$ cat src/design/rsc_params.svh
// Register map, codes, reset values and timing figures of the reset source block.
`ifndef RSC_PARAMS_SVH
`define RSC_PARAMS_SVH

// ----------------------------------------------------------------------
// Register byte offsets
// ----------------------------------------------------------------------
`define RSC_ADDR_KEY 4'h0
`define RSC_ADDR_CAUSE 4'h4
`define RSC_ADDR_LEVEL 4'h8
`define RSC_ADDR_WIDTH 4'hC

// ----------------------------------------------------------------------
// Codes and reset values
// ----------------------------------------------------------------------
`define RSC_KEY_GPIO 8'h55
`define RSC_KEY_PIN 8'hAA
`define RSC_LVL_1V70 8'h66
`define RSC_LVL_1V90 8'h55
`define RSC_LVL_2V55 8'h33
`define RSC_LVL_3V15 8'h99
`define RSC_LVL_3V80 8'hAA
`define RSC_LVL_OFF 8'hF0
`define RSC_WIDTH_POR 2'h1
`define RSC_CAUSE_POR 4'h0

// ----------------------------------------------------------------------
// Cause flag bit positions
// ----------------------------------------------------------------------
`define RSC_BIT_KEYSW 3
`define RSC_BIT_LOW 2
`define RSC_BIT_LVLSW 1
`define RSC_BIT_DOG 0

// ----------------------------------------------------------------------
// Timing
// ----------------------------------------------------------------------
`define RSC_CLK_HZ 100000000
`define RSC_LIRC_HZ 32000
`define RSC_LIRC_DIV (`RSC_CLK_HZ / `RSC_LIRC_HZ)
`define RSC_SRESET_NS 20000
`define RSC_RSTD_NS 100000
`define RSC_TICKS_W0 8'd8
`define RSC_TICKS_W1 8'd32
`define RSC_TICKS_W2 8'd64
`define RSC_TICKS_W3 8'd128

`endif

$ cat src/design/rsc_pkg.sv
// Types shared by the reset source block.
package rsc_pkg;

  typedef enum logic [1:0] {
    ST_RUN = 2'b00,
    ST_SWDLY = 2'b01,
    ST_HOLD = 2'b10,
    ST_START = 2'b11
  } rsc_state_e;

  typedef enum logic [1:0] {
    K_PIN = 2'b00,
    K_KEY = 2'b01,
    K_LEVEL = 2'b10,
    K_LOW = 2'b11
  } rsc_kind_e;

  typedef struct packed {
    logic core_hold;
    logic run_start;
  } rsc_core_ctl_s;

  typedef struct packed {
    logic armed;
    logic [2:0] level_index;
  } rsc_lvr_ctl_s;

endpackage

$ cat src/design/rsc_low_filter.sv
// Minimum width filter for the low supply indication, timed in slow RC ticks.
`timescale 1ns/1ps
`include "rsc_params.svh"
module rsc_low_filter
  import rsc_pkg::*;
(
  input wire logic sys_clk, // System clock.
  input wire logic rst, // Synchronous reset, active high.
  input wire logic enable, // Low supply reset armed.
  input wire logic supply_low, // Supply below the selected threshold.
  input wire logic tick, // One pulse per slow RC period.
  input wire logic [1:0] width_code, // Minimum width selector.
  output logic fire // One-cycle pulse when the dip lasted long enough.
);

  logic [7:0] ticks;
  logic [7:0] limit;

  always_comb begin
    unique case (width_code)
      2'b00: limit = `RSC_TICKS_W0;
      2'b01: limit = `RSC_TICKS_W1;
      2'b10: limit = `RSC_TICKS_W2;
      2'b11: limit = `RSC_TICKS_W3;
    endcase
  end

  // A dip that ends or is disarmed restarts the count, so short dips never fire.
  always_ff @(posedge sys_clk) begin
    if (rst || !enable || !supply_low) begin
      ticks <= 8'h00;
      fire <= 1'b0;
    end else if (tick && ticks != limit) begin
      ticks <= ticks + 8'h01;
      fire <= (ticks + 8'h01) == limit;
    end else begin
      fire <= 1'b0;
    end
  end
endmodule

$ cat src/design/rsc_pin_sync.sv
// Reset pin synchroniser with falling edge detector.
`timescale 1ns/1ps
`include "rsc_params.svh"
module rsc_pin_sync
  import rsc_pkg::*;
(
  input wire logic sys_clk, // System clock.
  input wire logic rst, // Synchronous reset, active high.
  input wire logic pin_in, // Raw reset pin level.
  output logic pin_level, // Synchronised pin level.
  output logic pin_fall // One-cycle pulse on a high to low change.
);

  logic meta;
  logic sync;
  logic last;

  always_ff @(posedge sys_clk) begin
    if (rst) begin
      meta <= 1'b1;
      sync <= 1'b1;
      last <= 1'b1;
    end else begin
      meta <= pin_in;
      sync <= meta;
      last <= sync;
    end
  end

  assign pin_level = sync;
  assign pin_fall = last & ~sync;

endmodule

$ cat src/design/rsc_top.sv
// Reset source control: reset pin, key register, low supply reset and cause flags.
`timescale 1ns/1ps
`include "rsc_params.svh"

// Notes on behaviour
// - Power-on reset holds the core so execution restarts at address zero.
// - Power-on reset presets all port data and direction registers to ones.
// - With pin function selected, a pin falling edge resets the core.
// - After reset release, a start-up delay passes before execution resumes.
// - Key 55h routes the pin to I/O; AAh routes it to reset.
// - Any other key value resets the device after the software-reset delay.
// - Key register reloads 55h on power-up and every reset here.
// - Reset pin selection overrides any other pin-sharing control.
// - Bad key reset sets bit 3 flag; only writing zero clears it.
// - Cause flag bits 7 to 4 always read zero.
// - Low supply reset is disabled automatically in SLEEP and IDLE.
// - Low supply resets only after a dip longer than the minimum width.
// - Width codes 00 to 11 select 8, 32, 64, 128 slow RC periods.
// - Five level codes pick thresholds; F0h disables low supply reset.
// - Other level codes reset after delay, set flag, reload power-on value.
// - Level register loads 66h on power-up.
// - A real low supply reset keeps the level register unchanged.
// - Low supply reset sets its flag; only writing zero clears it.
module rsc_top
  import rsc_pkg::*;
#(
  parameter int SRESET_NS = `RSC_SRESET_NS,
  parameter int RSTD_NS = `RSC_RSTD_NS
) (
  input wire logic sys_clk, // System clock, 100 MHz.
  input wire logic rst, // Power-on reset, synchronous, active high.
  input wire logic [3:0] avs_address, // Byte address.
  input wire logic avs_read, // Read request.
  input wire logic avs_write, // Write request.
  input wire logic [31:0] avs_writedata, // Write data.
  input wire logic [3:0] avs_byteenable, // Byte lanes.
  output logic [31:0] avs_readdata, // Read data.
  output logic avs_waitrequest, // Stall.
  input wire logic ext_reset_pin, // Shared reset pin level.
  input wire logic supply_low_in, // Monitor: supply below selected level.
  input wire logic low_power_mode, // Core is in SLEEP or IDLE.
  output rsc_core_ctl_s core_ctl, // Core hold and start pulse.
  output logic pin_reset_select, // Pin owned by reset function.
  output rsc_lvr_ctl_s lvr_ctl // Monitor arming and threshold index.
);

  // ----------------------------------------------------------------------
  // Derived cycle counts
  // ----------------------------------------------------------------------
  localparam int CLK_MHZ = `RSC_CLK_HZ / 1000000;
  localparam int SRESET_RAW = (SRESET_NS * CLK_MHZ + 999) / 1000;
  localparam int RSTD_RAW = (RSTD_NS * CLK_MHZ + 999) / 1000;
  localparam int SRESET_CYC = (SRESET_RAW < 1) ? 1 : SRESET_RAW;
  localparam int RSTD_CYC = (RSTD_RAW < 1) ? 1 : RSTD_RAW;
  localparam logic [19:0] SRESET_LAST = 20'(SRESET_CYC - 1);
  localparam logic [19:0] RSTD_LAST = 20'(RSTD_CYC - 1);
  localparam logic [11:0] LIRC_LAST = 12'(`RSC_LIRC_DIV - 1);

  rsc_state_e state;
  rsc_kind_e kind;
  logic [19:0] cnt;
  logic [11:0] div_cnt;
  logic lirc_tick;
  logic [7:0] pin_function_key_reg;
  logic [7:0] supply_level_reg;
  logic [1:0] supply_width_reg;
  logic [3:0] cause_flag_reg;
  logic pin_level;
  logic pin_fall;
  logic lvr_fire;
  logic lvr_en;
  logic key_bad;
  logic level_bad;
  logic level_off;
  logic [2:0] level_index;
  logic pin_trig;
  logic wr_ok;
  logic sw_fire;
  logic [3:0] next_cause;

  // ----------------------------------------------------------------------
  // Pin synchroniser and slow tick
  // ----------------------------------------------------------------------
  rsc_pin_sync u_sync (
    .sys_clk(sys_clk),
    .rst(rst),
    .pin_in(ext_reset_pin),
    .pin_level(pin_level),
    .pin_fall(pin_fall)
  );

  always_ff @(posedge sys_clk) begin
    if (rst || div_cnt == LIRC_LAST) begin
      div_cnt <= 12'h000;
    end else begin
      div_cnt <= div_cnt + 12'h001;
    end
  end

  assign lirc_tick = (div_cnt == LIRC_LAST);

  // ----------------------------------------------------------------------
  // Code decode
  // ----------------------------------------------------------------------
  always_comb begin
    level_bad = 1'b0;
    level_off = 1'b0;
    level_index = 3'h0;
    unique case (supply_level_reg)
      `RSC_LVL_1V70: level_index = 3'h0;
      `RSC_LVL_1V90: level_index = 3'h1;
      `RSC_LVL_2V55: level_index = 3'h2;
      `RSC_LVL_3V15: level_index = 3'h3;
      `RSC_LVL_3V80: level_index = 3'h4;
      `RSC_LVL_OFF: level_off = 1'b1;
      default: level_bad = 1'b1;
    endcase
  end

  assign key_bad = pin_function_key_reg != `RSC_KEY_GPIO &&
                   pin_function_key_reg != `RSC_KEY_PIN;
  assign lvr_en = !level_bad && !level_off && !low_power_mode && state == ST_RUN;
  assign pin_trig = pin_fall && pin_function_key_reg == `RSC_KEY_PIN;
  assign sw_fire = state == ST_SWDLY && cnt == SRESET_LAST;

  rsc_low_filter u_filter (
    .sys_clk(sys_clk),
    .rst(rst),
    .enable(lvr_en),
    .supply_low(supply_low_in),
    .tick(lirc_tick),
    .width_code(supply_width_reg),
    .fire(lvr_fire)
  );

  // ----------------------------------------------------------------------
  // Reset sequencer
  // ----------------------------------------------------------------------
  always_ff @(posedge sys_clk) begin
    if (rst) begin
      state <= ST_START;
      kind <= K_PIN;
      cnt <= 20'h00000;
    end else begin
      unique case (state)
        ST_RUN: begin
          cnt <= 20'h00000;
          if (lvr_fire) begin
            state <= ST_HOLD;
            kind <= K_LOW;
          end else if (pin_trig) begin
            state <= ST_HOLD;
            kind <= K_PIN;
          end else if (key_bad) begin
            state <= ST_SWDLY;
            kind <= K_KEY;
          end else if (level_bad) begin
            state <= ST_SWDLY;
            kind <= K_LEVEL;
          end
        end
        ST_SWDLY: begin
          if (sw_fire) begin
            state <= ST_START;
            cnt <= 20'h00000;
          end else begin
            cnt <= cnt + 20'h00001;
          end
        end
        ST_HOLD: begin
          cnt <= 20'h00000;
          if ((kind == K_PIN && pin_level) || (kind == K_LOW && !supply_low_in)) begin
            state <= ST_START;
          end
        end
        ST_START: begin
          if (cnt == RSTD_LAST) begin
            state <= ST_RUN;
            cnt <= 20'h00000;
          end else begin
            cnt <= cnt + 20'h00001;
          end
        end
      endcase
    end
  end

  // ----------------------------------------------------------------------
  // Core and monitor controls
  // ----------------------------------------------------------------------
  always_ff @(posedge sys_clk) begin
    if (rst) begin
      core_ctl <= '{core_hold: 1'b1, run_start: 1'b0};
      pin_reset_select <= 1'b0;
      lvr_ctl <= '{armed: 1'b0, level_index: 3'h0};
    end else begin
      core_ctl.core_hold <= state != ST_RUN;
      core_ctl.run_start <= state == ST_START && cnt == RSTD_LAST;
      pin_reset_select <= pin_function_key_reg == `RSC_KEY_PIN;
      // The monitor stays armed through a low supply hold, so the reset lasts as long as the dip.
      lvr_ctl <= '{armed: lvr_en || (state == ST_HOLD && kind == K_LOW && !low_power_mode),
                   level_index: level_index};
    end
  end

  // ----------------------------------------------------------------------
  // Registers and bus slave
  // ----------------------------------------------------------------------
  assign wr_ok = avs_write && !avs_waitrequest && avs_byteenable[0];

  always_ff @(posedge sys_clk) begin
    if (rst || (state == ST_RUN && (lvr_fire || pin_trig)) || sw_fire) begin
      pin_function_key_reg <= `RSC_KEY_GPIO;
    end else if (wr_ok && avs_address == `RSC_ADDR_KEY && state == ST_RUN) begin
      pin_function_key_reg <= avs_writedata[7:0];
    end
  end

  always_ff @(posedge sys_clk) begin
    if (rst || (state == ST_RUN && pin_trig && !lvr_fire) || sw_fire) begin
      supply_level_reg <= `RSC_LVL_1V70;
      supply_width_reg <= `RSC_WIDTH_POR;
    end else if (wr_ok && state == ST_RUN) begin
      if (avs_address == `RSC_ADDR_LEVEL) begin
        supply_level_reg <= avs_writedata[7:0];
      end
      if (avs_address == `RSC_ADDR_WIDTH) begin
        supply_width_reg <= avs_writedata[1:0];
      end
    end
  end

  // Flags are only cleared by a written zero; a same-cycle set wins.
  always_comb begin
    next_cause = cause_flag_reg;
    if (wr_ok && avs_address == `RSC_ADDR_CAUSE) begin
      next_cause = cause_flag_reg & avs_writedata[3:0];
    end
    next_cause[`RSC_BIT_KEYSW] = next_cause[`RSC_BIT_KEYSW] | (sw_fire && kind == K_KEY);
    next_cause[`RSC_BIT_LVLSW] = next_cause[`RSC_BIT_LVLSW] | (sw_fire && kind == K_LEVEL);
    next_cause[`RSC_BIT_LOW] = next_cause[`RSC_BIT_LOW] | (state == ST_RUN && lvr_fire);
    next_cause[`RSC_BIT_DOG] = 1'b0;
  end

  always_ff @(posedge sys_clk) begin
    if (rst) begin
      cause_flag_reg <= `RSC_CAUSE_POR;
    end else begin
      cause_flag_reg <= next_cause;
    end
  end

  always_ff @(posedge sys_clk) begin
    if (rst) begin
      avs_waitrequest <= 1'b1;
      avs_readdata <= 32'h00000000;
    end else if (!avs_waitrequest) begin
      avs_waitrequest <= 1'b1;
    end else if (avs_read || avs_write) begin
      avs_waitrequest <= 1'b0;
      avs_readdata <= 32'h00000000;
      if (avs_read) begin
        unique case (avs_address)
          `RSC_ADDR_KEY: avs_readdata <= {24'h000000, pin_function_key_reg};
          `RSC_ADDR_CAUSE: avs_readdata <= {28'h0000000, cause_flag_reg};
          `RSC_ADDR_LEVEL: avs_readdata <= {24'h000000, supply_level_reg};
          `RSC_ADDR_WIDTH: avs_readdata <= {30'h0, supply_width_reg};
          default: avs_readdata <= 32'h00000000;
        endcase
      end
    end
  end
endmodule

$ cat config.mk
export PLATFORM = sky130hd
export DESIGN_NAME = rsc_top
export DESIGN_NICKNAME = d
export VERILOG_FILES = /design/src/design/rsc_pkg.sv /design/src/design/rsc_low_filter.sv /design/src/design/rsc_pin_sync.sv /design/src/design/rsc_top.sv
export VERILOG_INCLUDE_DIRS = /design/src /design/src/design
export SDC_FILE = /design/constraint.sdc
export NUM_CORES = 1
export LEC_CHECK = 0
export BUFFER_PORTS_ARGS = -buffer_cell sky130_fd_sc_hd__buf_2
export CAP_MARGIN = 20
export CORE_ASPECT_RATIO = 0.6
export CORE_MARGIN = 2
export CORE_UTILIZATION = 40
export CTS_BUF_LIST = sky130_fd_sc_hd__clkbuf_16
export CTS_CLUSTER_DIAMETER = 30
export CTS_CLUSTER_SIZE = 10
export DETAILED_ROUTE_END_ITERATION = 8
export GPL_TIMING_DRIVEN = 0
export PLACE_DENSITY_LB_ADDON = 0.2
export RECOVER_POWER = 50
export SYNTH_ARGS = -nofsm -noshare
export SYNTH_HDL_FRONTEND = slang
export SYNTH_SLANG_ARGS = --single-unit
$ cat constraint.sdc
create_clock -name sys_clk -period 2 [get_ports sys_clk]
set_clock_uncertainty 0.1 [all_clocks]
set_input_delay 0.1 -clock sys_clk [delete_from_list [all_inputs] [get_ports sys_clk]]
set_output_delay 0.1 -clock sys_clk [all_outputs]
set_load 0.05 [all_outputs]
==> qor.yml, run 1 <==
cts:
  clockBufferDepth: 2
  clk_latency_ps: 340
  cts_buffers: 9
  htree_levels: 3
  tritoncts: "built"
  clk_pin_slew_ps: 60
  cts.sinks: 85
  cts-root-buf: "clkbuf_16"
detailed_routing:
  drt-total-wl_um: 10490
  drt_iter0_markers: 159
  vias_per_cell: 5.034
  vias: 3599
  wire_per_inst_um: 14.68
  ant_nets: 0
  drc_errors: 0
  dr.pass1.iters: 5
setup_path:
  crit_required_ps: 2130
  startpoint: "cnt[4]"
  slowest_stage: "or4_4"
  worstRegToRegCells: 6
  endpoint_kind: "flop"
  startpoint_type: "flop"
  critPathMaxFanout: 2
  worstPathArrival_ps: 2340
  crit_chain: "nor4_4 -> nand2_1 -> or4_4 -> a221oi_4 -> a21oi_1 -> a311o_1"
  reg2reg_from: "cnt[4]"
  r2r_slack_ps: -210
  crit_type: "reg2reg"
  r2r-end: "state[1]"
  critPathMaxStageDelay_ps: 560
cells_and_area:
  largest_register: "cnt"
  final_common_cell: "dfxtp_1"
  fill_cells: 942
  mostFrequentLayoutCells: "69 x dfxtp_1, 64 x nor2_1, 43 x nand2_1"
  largest_reg_flops: 20
  diodes: 0
  drive_gt1_share_pct: 27.78
  area_growth_pct: 31.91
  regArea_mm2: 0.001727
  nets: 628
  finish.utilization_pct: 53.70
  multi_input_area_mm2: 0.002744
  largestRegisters: "cnt x20, div_cnt x12"
sta:
  setup_viol: 23
  worst_slack_ps: -212.4
  rsz0062_at_grt: "true"
  fin_crit_ps: 2212
  post-route-period-util_pct: 110.6
  slew_viol_final: 0
  final-hold-violation-count: 0
  max_clock_freq_mhz: 452.0
  max_slew_margin_pct: 38.16
  worst_pin_slew_ps: 917.9
yosys:
  synthesis.area_mm2: 0.004254
  ys_warn_count: 0
  ys_seq_area_share_pct: 40.00
  ys_types: 56
  synth.avg_cell_area_um2: 8.771
  synthFlopType: "dfxtp_1"
  async_flop_share_pct: 0
  synth_edf_count: 0
  synthCells: 485
  ys_ff_latch: 85
global_routing:
  grt_overflow: 0
  grt_max_degree: 16
  antenna_found_initial: 0
  grt_pass1_wl_um: 16700
  grt_pass1_vias: 3413
  grt.total_usage_pct: 18.55
floorplan:
  start_util_pct: 40.71
  design.die.area_mm2: 0.01150
  std_cell_rows: 29
  io_pins: 87
  chipHeight_um: 83.88
  core_mm2: 0.01045
  chipWidth_um: 137.1
power:
  leakage_nw: 2.274
  p_per_area_mw_per_mm2: 815.0
  ir_worst_vdd_v: 0.0005158
min_path:
  worstHoldStart: "rst"
  whs_endpoint: "supply_level_reg[4]"
  holdPathStages: 4
  hold_path_class: "in2reg"
placement:
  gp_congestion: 0.8256
  dp_hpwl_um: 7449
  place_ws_ps: -636.0
  portBuffers: 34
flow_run:
  maxCapViolCount: 0
outcome:
  violations: "setup timing"
  status: "complete, but fails checks"
[per-stage QoR]
step	power, mW	setup TNS [ps]	hold WS [ps]	cell area (µm²)	instances
after floorplan	2.352	-94.85	76.79	4342	508
after global placement	2.466	-9729	191.8	4686	681
after detailed placement	2.484	-10780	189.1	4686	681
after CTS	4.430	-2593	52.29	5373	712
after global routing	4.757	-7351	51.97	5612	715
final	4.573	-3533	40.69	5612	715
[per-layer routing]
metal | share of wire, % | track usage, % | wire, µm
met1 | 52 | 27.00 | 5413
met2 | 42 | 27.14 | 4431
met3 | 5.6 | 4.918 | 589
met4 | 0.56 | 4.405 | 59
met5 | 0 | 0 | 0
[power breakdown]
part	total, mW	internal [mW]	leakage, nW	switching [mW]
Combinational	0.986	0.428	1.43	0.558
Sequential	1.79	1.74	0.691	0.0458
Clock	1.80	1.10	0.148	0.701
[final cells by class]
type | count | area share (%)
inverter | 10 | 0.6689
clock inverter | 7 | 1.784
timing repair buffer | 57 | 6.600
buffer | 32 | 4.169
multi-input combinational | 376 | 48.90
sequential | 85 | 30.77
tap | 139 | 3.099
clock buffer | 9 | 4.013
[Yosys cell counts, drive strengths merged, types with 2 or more instances]
cell	count	area, µm²
and4b	2	20.02
nor2	83	311.6
a221oi	3	43.80
a21oi	11	55.05
a311o	2	20.02
or3	4	25.02
nand3	20	100.1
and4bb	2	25.02
nor3	5	25.02
xnor2	18	157.7
nand4	4	25.02
inv	10	37.54
nor2b	4	25.02
o21ai	10	50.04
ha	10	125.1
and3	8	50.05
nor4	4	37.53
nand2	47	176.4
nand4b	2	17.52
dfxtp	85	1702
nor4bb	11	110.1
mux2	5	56.30
clkbuf	12	45.04
a31oi	2	12.51
mux2i	21	210.2
nand2b	7	43.79
nand3b	3	22.52
a211oi	4	30.03
xor2	20	175.2
nor3b	5	37.54
buf	26	190.2
o22ai	2	12.51
or2	7	43.79
a22oi	8	60.06
[how the worst max path moves through the flow]
stage	end	depth (start not counted)
finish	state[1]	6
global route	state[0]	7
CTS	state[1]	6
detailed placement	u_filter.fire	6
global placement	u_filter.fire	6
floorplan	state[1]	6
[logic make-up after synthesis]
kind of cell | count (synthesis) | synth area share (%)
AO/OA/AOI/OAI | 52 | 8.912
XOR/XNOR | 38 | 7.824
adder cells (fa/ha/maj) | 10 | 2.941
buffers and inverters | 48 | 6.412
flip-flops | 85 | 40.00
multiplexers | 27 | 6.794
other | 1 | 0.08815
AND/OR/NAND/NOR | 224 | 27.03
[critical path: cells and delay by family (launching register included)]
family          cells  cell delay, ps
flops               1             350
simple gates        3             970
compound gates      3             680
[timing repair]
item                                    CTS  global route
gates cloned                              2             1
buffers inserted                          8             4
endpoints found under the setup margin   62            53
gates resized for setup                  44            62
hold buffers                             10             0
hold endpoints to repair                 19             0
pin swaps                                16            28
Power figures use the tool's default switching activity.
==> run 2: changes to the inputs <==
Clock period 2 ns to 1.9 ns, I/O delays scaled along.
==> qor.yml, run 2 (same netlist as run 1, synthesis figures left out) <==
outcome:
  status: "complete, but fails checks"
  violations: "setup timing"
power:
  switching_share_pct: 27.90  # -0.62 points
  power_frac_comb_pct: 19.3  # -2.3 points
  pwr-share-clk_pct: 38.3  # -1.0 points
  p_per_area_mw_per_mm2: 817.0  # +0.25%
  leakage_nw: 2.218  # -2.5%
  ir_worst_vdd_v: 0.0004343  # -16%
  p_int_mw: 3.198  # -2.2%
  p_sw_mw: 1.237  # -5.1%
  power_frac_seq_pct: 42.4  # +3.3 points
cells_and_area:
  multi_input_area_mm2: 0.002581  # -5.9%
  largest_reg_flops: 20  # unchanged
  drive_gt1_share_pct: 24.35  # -3.4 points
  nets: 631  # +0.48%
  largest_register: "cnt"
  fin_cells: 718  # +0.42%
  largestRegisters: "cnt x20, div_cnt x12"
  area_growth_pct: 27.62
  regArea_mm2: 0.001739  # +0.72%
  mostFrequentLayoutCells: "83 x nor2_1, 65 x dfxtp_1, 43 x nand2_1"
  final_common_cell: "nor2_1"
  diodes: 0  # unchanged
  fill_cells: 966  # +2.5%
global_routing:
  grt_overflow: 0  # unchanged
  grt_pass1_vias: 3269  # -4.2%
  grt.total_usage_pct: 18.69  # +0.13 points
  grt_pass1_wl_um: 16590  # -0.66%
  antenna_found_initial: 0  # unchanged
  grt_max_degree: 14  # -2
detailed_routing:
  drt_iter0_markers: 181  # +14%
  vias_per_cell: 5.003  # -0.61%
  drc_errors: 0  # unchanged
  drt-total-wl_um: 10400  # -0.91%
  dr.pass1.iters: 4  # -1
  ant_nets: 0  # unchanged
  vias: 3592  # -0.19%
  wire_per_inst_um: 14.48  # -1.3%
setup_path:
  r2r_slack_ps: -360  # -150 ps
  r2r-end: "supply_width_reg[1]"
  crit_required_ps: 2010  # -120 ps
  critPathCapture: "supply_width_reg[1]"
  startpoint_type: "flop"
  worstPathArrival_ps: 2370  # +30 ps
  startpoint: "pin_function_key_reg[7]"
  crit_type: "reg2reg"
  endpoint_kind: "flop"
  critPathMaxFanout: 5  # +3
  reg2reg_from: "pin_function_key_reg[7]"
  worstRegToRegCells: 4  # -2
flow_run:
  maxCapViolCount: 0  # unchanged
sta:
  worst_slack_ps: -361.7  # -149.3 ps
  final-hold-violation-count: 0  # unchanged
  slew_viol_final: 0  # unchanged
  worst_pin_slew_ps: 1100  # +182.2 ps
  setup_viol: 51  # +120%
  max_clock_freq_mhz: 442.2  # -2.2%
  fin_crit_ps: 2262  # +49.31 ps
  max_slew_margin_pct: 25.89  # -12 points
  post-route-period-util_pct: 119.0  # +8.4 points
  rsz0062_at_grt: "true"
placement:
  dp_cells: 681  # unchanged
  portBuffers: 34  # unchanged
  place_ws_ps: -447.2  # +188.8 ps
  dp_hpwl_um: 7223  # -3.0%
  gp_congestion: 0.8600  # +4.2%
floorplan:
  core_mm2: 0.01045  # unchanged
  std_cell_rows: 29  # unchanged
  chipHeight_um: 83.88  # unchanged
  design.die.area_mm2: 0.01150  # unchanged
  chipWidth_um: 137.1  # unchanged
  start_util_pct: 40.71  # unchanged
  io_pins: 87  # unchanged
cts:
  clockBufferDepth: 2  # unchanged
  tritoncts: "built"
  htree_levels: 3  # unchanged
  cts_buffers: 9  # unchanged
  cts-root-buf: "clkbuf_16"
  clk_pin_slew_ps: 60  # about the same
  clk_latency_ps: 350  # about the same
  cts.sinks: 85  # unchanged
min_path:
  hold_path_class: "in2reg"
  worstHoldStart: "avs_address[3]"
run 2: repair_timing:
item                                    4_1_cts  5_1_grt
hold buffers                                 10        0
pin swaps                                    13       17
setup buffers                                10        3
cloned                                        2        0
resized for setup                            51       22
hold endpoints to repair                     21        0
endpoints found under the setup margin       61       64
run 2: worst max-delay path: stages (launching register included):
cell	delay [ps]
dfxtp_1	430
nor4bb_1	550
nand2_1	290
o31ai_2	640
nor2_1	110
run 2: metrics by stage:
step | hold WS, ps | area, µm² | utilization (%) | TNS (ps) | power (mW)
after global routing | 125.7 | 5429 | 51.95 | -17760 | 4.646
after global placement | 194.5 | 4751 | 45.46 | -8978 | 2.632
after CTS | 107.0 | 5423 | 51.89 | -6301 | 4.455
final | 110.6 | 5429 | 51.95 | -10730 | 4.436
after floorplan | 71.79 | 4407 | - | -218.0 | 2.509
after detailed placement | 197.6 | 4751 | 45.46 | -11820 | 2.647
run 2: how the worst min path moves through the flow:
stage	end	cells past startpoint
after floorplan	lvr_ctl[3]	1
after global placement	lvr_ctl[3]	2
after detailed placement	lvr_ctl[3]	2
after CTS	cause_flag_reg[1]	4
after global routing	u_filter.ticks[0]	4
final	cause_flag_reg[1]	4
run 2: power by group through the flow:
stage / Combinational, mW / Clock, mW / Sequential (mW)
2_1_floorplan: 0.576 / 0 / 1.93
3_3_place_gp: 0.712 / 0 / 1.92
3_5_place_dp: 0.723 / 0 / 1.92
4_1_cts: 0.838 / 1.73 / 1.88
5_1_grt: 0.930 / 1.83 / 1.89
6_report: 0.856 / 1.70 / 1.88
run 2: routing by layer:
metal | part of all wire, % | GRT usage [%]
met5 | 0 | 0
met4 | 1.3 | 4.217
met3 | 6.0 | 6.497
met2 | 41 | 25.01
met1 | 52 | 28.26
run 2: layout make-up:
class                      instances  area share, %
multi-input combinational        375          47.55
sequential                        85          32.04
timing repair buffer              59          6.799
buffer                            34          4.494
clock buffer                       9          4.148
tap                              139          3.204
clock inverter                     7          1.083
inverter                          10         0.6914
==> run 3: changes to the inputs <==
Clock period 1.9 ns to 2.8 ns, I/O delays scaled along.
==> qor.yml, run 3 (same netlist as run 1, synthesis figures left out) <==
sta:
  setup_viol: 0  # -100%
  slew_viol_final: 0  # unchanged
  worst_pin_slew_ps: 1072  # -28.47 ps
  rsz0062_at_grt: "false"
  fin_hold_ws_ps: 34.89  # -75.67 ps
  fin_crit_ps: 2488  # +226.0 ps
  post-route-period-util_pct: 88.84  # -30 points
  final-hold-violation-count: 0  # unchanged
  max_slew_margin_pct: 27.80  # +1.9 points
  max_clock_freq_mhz: 402.0  # -9.1%
  worst_slack_ps: 312.4  # +674.0 ps
  setup_tns_ps: 0  # +10730 ps
global_routing:
  grt_pass1_vias: 3145  # -3.8%
  grt_overflow: 0  # unchanged
  antenna_found_initial: 0  # unchanged
  grt_pass1_wl_um: 15630  # -5.8%
  grt_max_degree: 13  # -1
  grt.total_usage_pct: 17.37  # -1.3 points
min_path:
  hold_path_class: "in2reg"
  worstHoldStart: "avs_writedata[1]"
placement:
  place_ws_ps: 101.9  # +549.1 ps
  dp_hpwl_um: 7289  # +0.92%
  dp_cells: 681  # unchanged
  placed_cell_area_mm2: 0.004684  # -1.4%
  gp_congestion: 0.8812  # +2.5%
  portBuffers: 34  # unchanged
detailed_routing:
  wl_met2_um: 3862  # -8.8%
  dr.pass1.iters: 5  # +1
  wire_per_inst_um: 13.60  # -6.1%
  vias_per_cell: 4.900  # -2.0%
  vias: 3445  # -4.1%
  top_layer: "met4"
  drt_iter0_markers: 243  # +34%
  drt-total-wl_um: 9562  # -8.0%
  met1_length_um: 5083  # -6.0%
  wl_met3_um: 578  # -6.9%
  ant_nets: 0  # unchanged
  drc_errors: 0  # unchanged
cells_and_area:
  mostFrequentLayoutCells: "85 x dfxtp_1, 83 x nor2_1, 47 x nand2_1"
  multi_input_area_mm2: 0.002367  # -8.3%
  regArea_mm2: 0.001702  # -2.2%
  drive_gt1_share_pct: 13.30  # -11 points
  largestRegisters: "cnt x20, div_cnt x12"
  diodes: 0  # unchanged
  finish.utilization_pct: 47.96  # -4.0 points
  largest_reg_flops: 20  # unchanged
  fill_cells: 1009  # +4.5%
  finish.instance_area_mm2: 0.005012  # -7.7%
  fin_cells: 703  # -2.1%
  final_common_cell: "dfxtp_1"
  nets: 618  # -2.1%
  area_growth_pct: 17.82
  largest_register: "cnt"
cts:
  clockBufferDepth: 2  # unchanged
  htree_levels: 3  # unchanged
  post-cts-setup-buffers: 0  # -10
  tritoncts: "built"
  clk_pin_slew_ps: 60  # about the same
  cts-root-buf: "clkbuf_16"
  cts_buffers: 9  # unchanged
  cts.sinks: 85  # unchanged
  clk_latency_ps: 330  # -20 ps
setup_path:
  endpoint_kind: "flop"
  critPathMaxFanout: 9  # +4
  startpoint: "supply_level_reg[4]"
  worstPathArrival_ps: 2660  # +290 ps
  critPathMaxStageDelay_ps: 500  # -140 ps
  slowest_stage: "nor4bb_1"
  crit_chain: "nor4bb_1 -> nand2_1 -> a221oi_2 -> nand3_2 -> nor3b_1 -> and4b_1"
  crit_required_ps: 2970  # +960 ps
  startpoint_type: "flop"
  crit_type: "reg2reg"
  reg2reg_from: "supply_level_reg[4]"
outcome:
  status: "finished, final reports clean"
floorplan:
  core_mm2: 0.01045  # unchanged
  chipHeight_um: 83.88  # unchanged
  start_util_pct: 40.71  # unchanged
  design.die.area_mm2: 0.01150  # unchanged
  std_cell_rows: 29  # unchanged
  io_pins: 87  # unchanged
  chipWidth_um: 137.1  # unchanged
power:
  power_frac_comb_pct: 16.3  # -3.0 points
  power_frac_seq_pct: 44.7  # +2.3 points
  leakage_nw: 2.039  # -8.1%
  pwr-share-clk_pct: 39.0  # +0.7 points
  ir_worst_vdd_v: 0.0003077  # -29%
  p_per_area_mw_per_mm2: 570.5  # -30%
  switching_share_pct: 26.81  # -1.1 points
  p_int_mw: 2.093  # -35%
  p_sw_mw: 0.7666  # -38%
  p_total_mw: 2.860  # -36%
flow_run:
  maxCapViolCount: 0  # unchanged
run 3: critical path, delay by kind of cell, from the launching register on:
family | cells | cell delay [ps]
AOI/OAI and AO/OA | 1 | 470
DFF | 1 | 390
and+or+nand+nor | 5 | 1460
run 3: metal layers:
layer	track usage (%)	up-vias
met5	0	-
met2	24.02	89
li1	-	1777
met3	4.675	5
met4	3.936	0
met1	26.47	1574
run 3: power by group through the flow:
stage                     logic (mW)  clock network, mW  registers (mW)
after floorplan                0.365                  0            1.31
after global placement         0.455                  0            1.30
after detailed placement       0.462                  0            1.30
after CTS                      0.469               1.15            1.28
after global routing           0.509               1.20            1.28
final                          0.466               1.11            1.28
run 3: worst paths after layout:
check / end / slack [ps] / cells past startpoint
hold / removal: supply_level_reg[1] / 30 / 3
setup / recovery: u_filter.fire / 310 / 6
hold reg to reg: u_sync.pin_level / 320 / 1
setup reg to reg: u_filter.fire / 310 / 6
run 3: layout make-up:
class / count / share of cell area (%)
clock inverters: 5 / 0.8987
well taps: 139 / 3.470
clock buffers: 9 / 4.493
multi-input cells: 375 / 47.23
repair buffers: 42 / 4.568
flip-flops and latches: 85 / 33.95
inverters: 10 / 0.7489
plain buffers: 38 / 4.643
run 3: what timing repair did:
item                                    in CTS  in global routing
endpoints found under the hold margin       15                  0
hold buffers                                 8                  0
resized for setup                            0                  2
endpoints found under the setup margin       0                  1
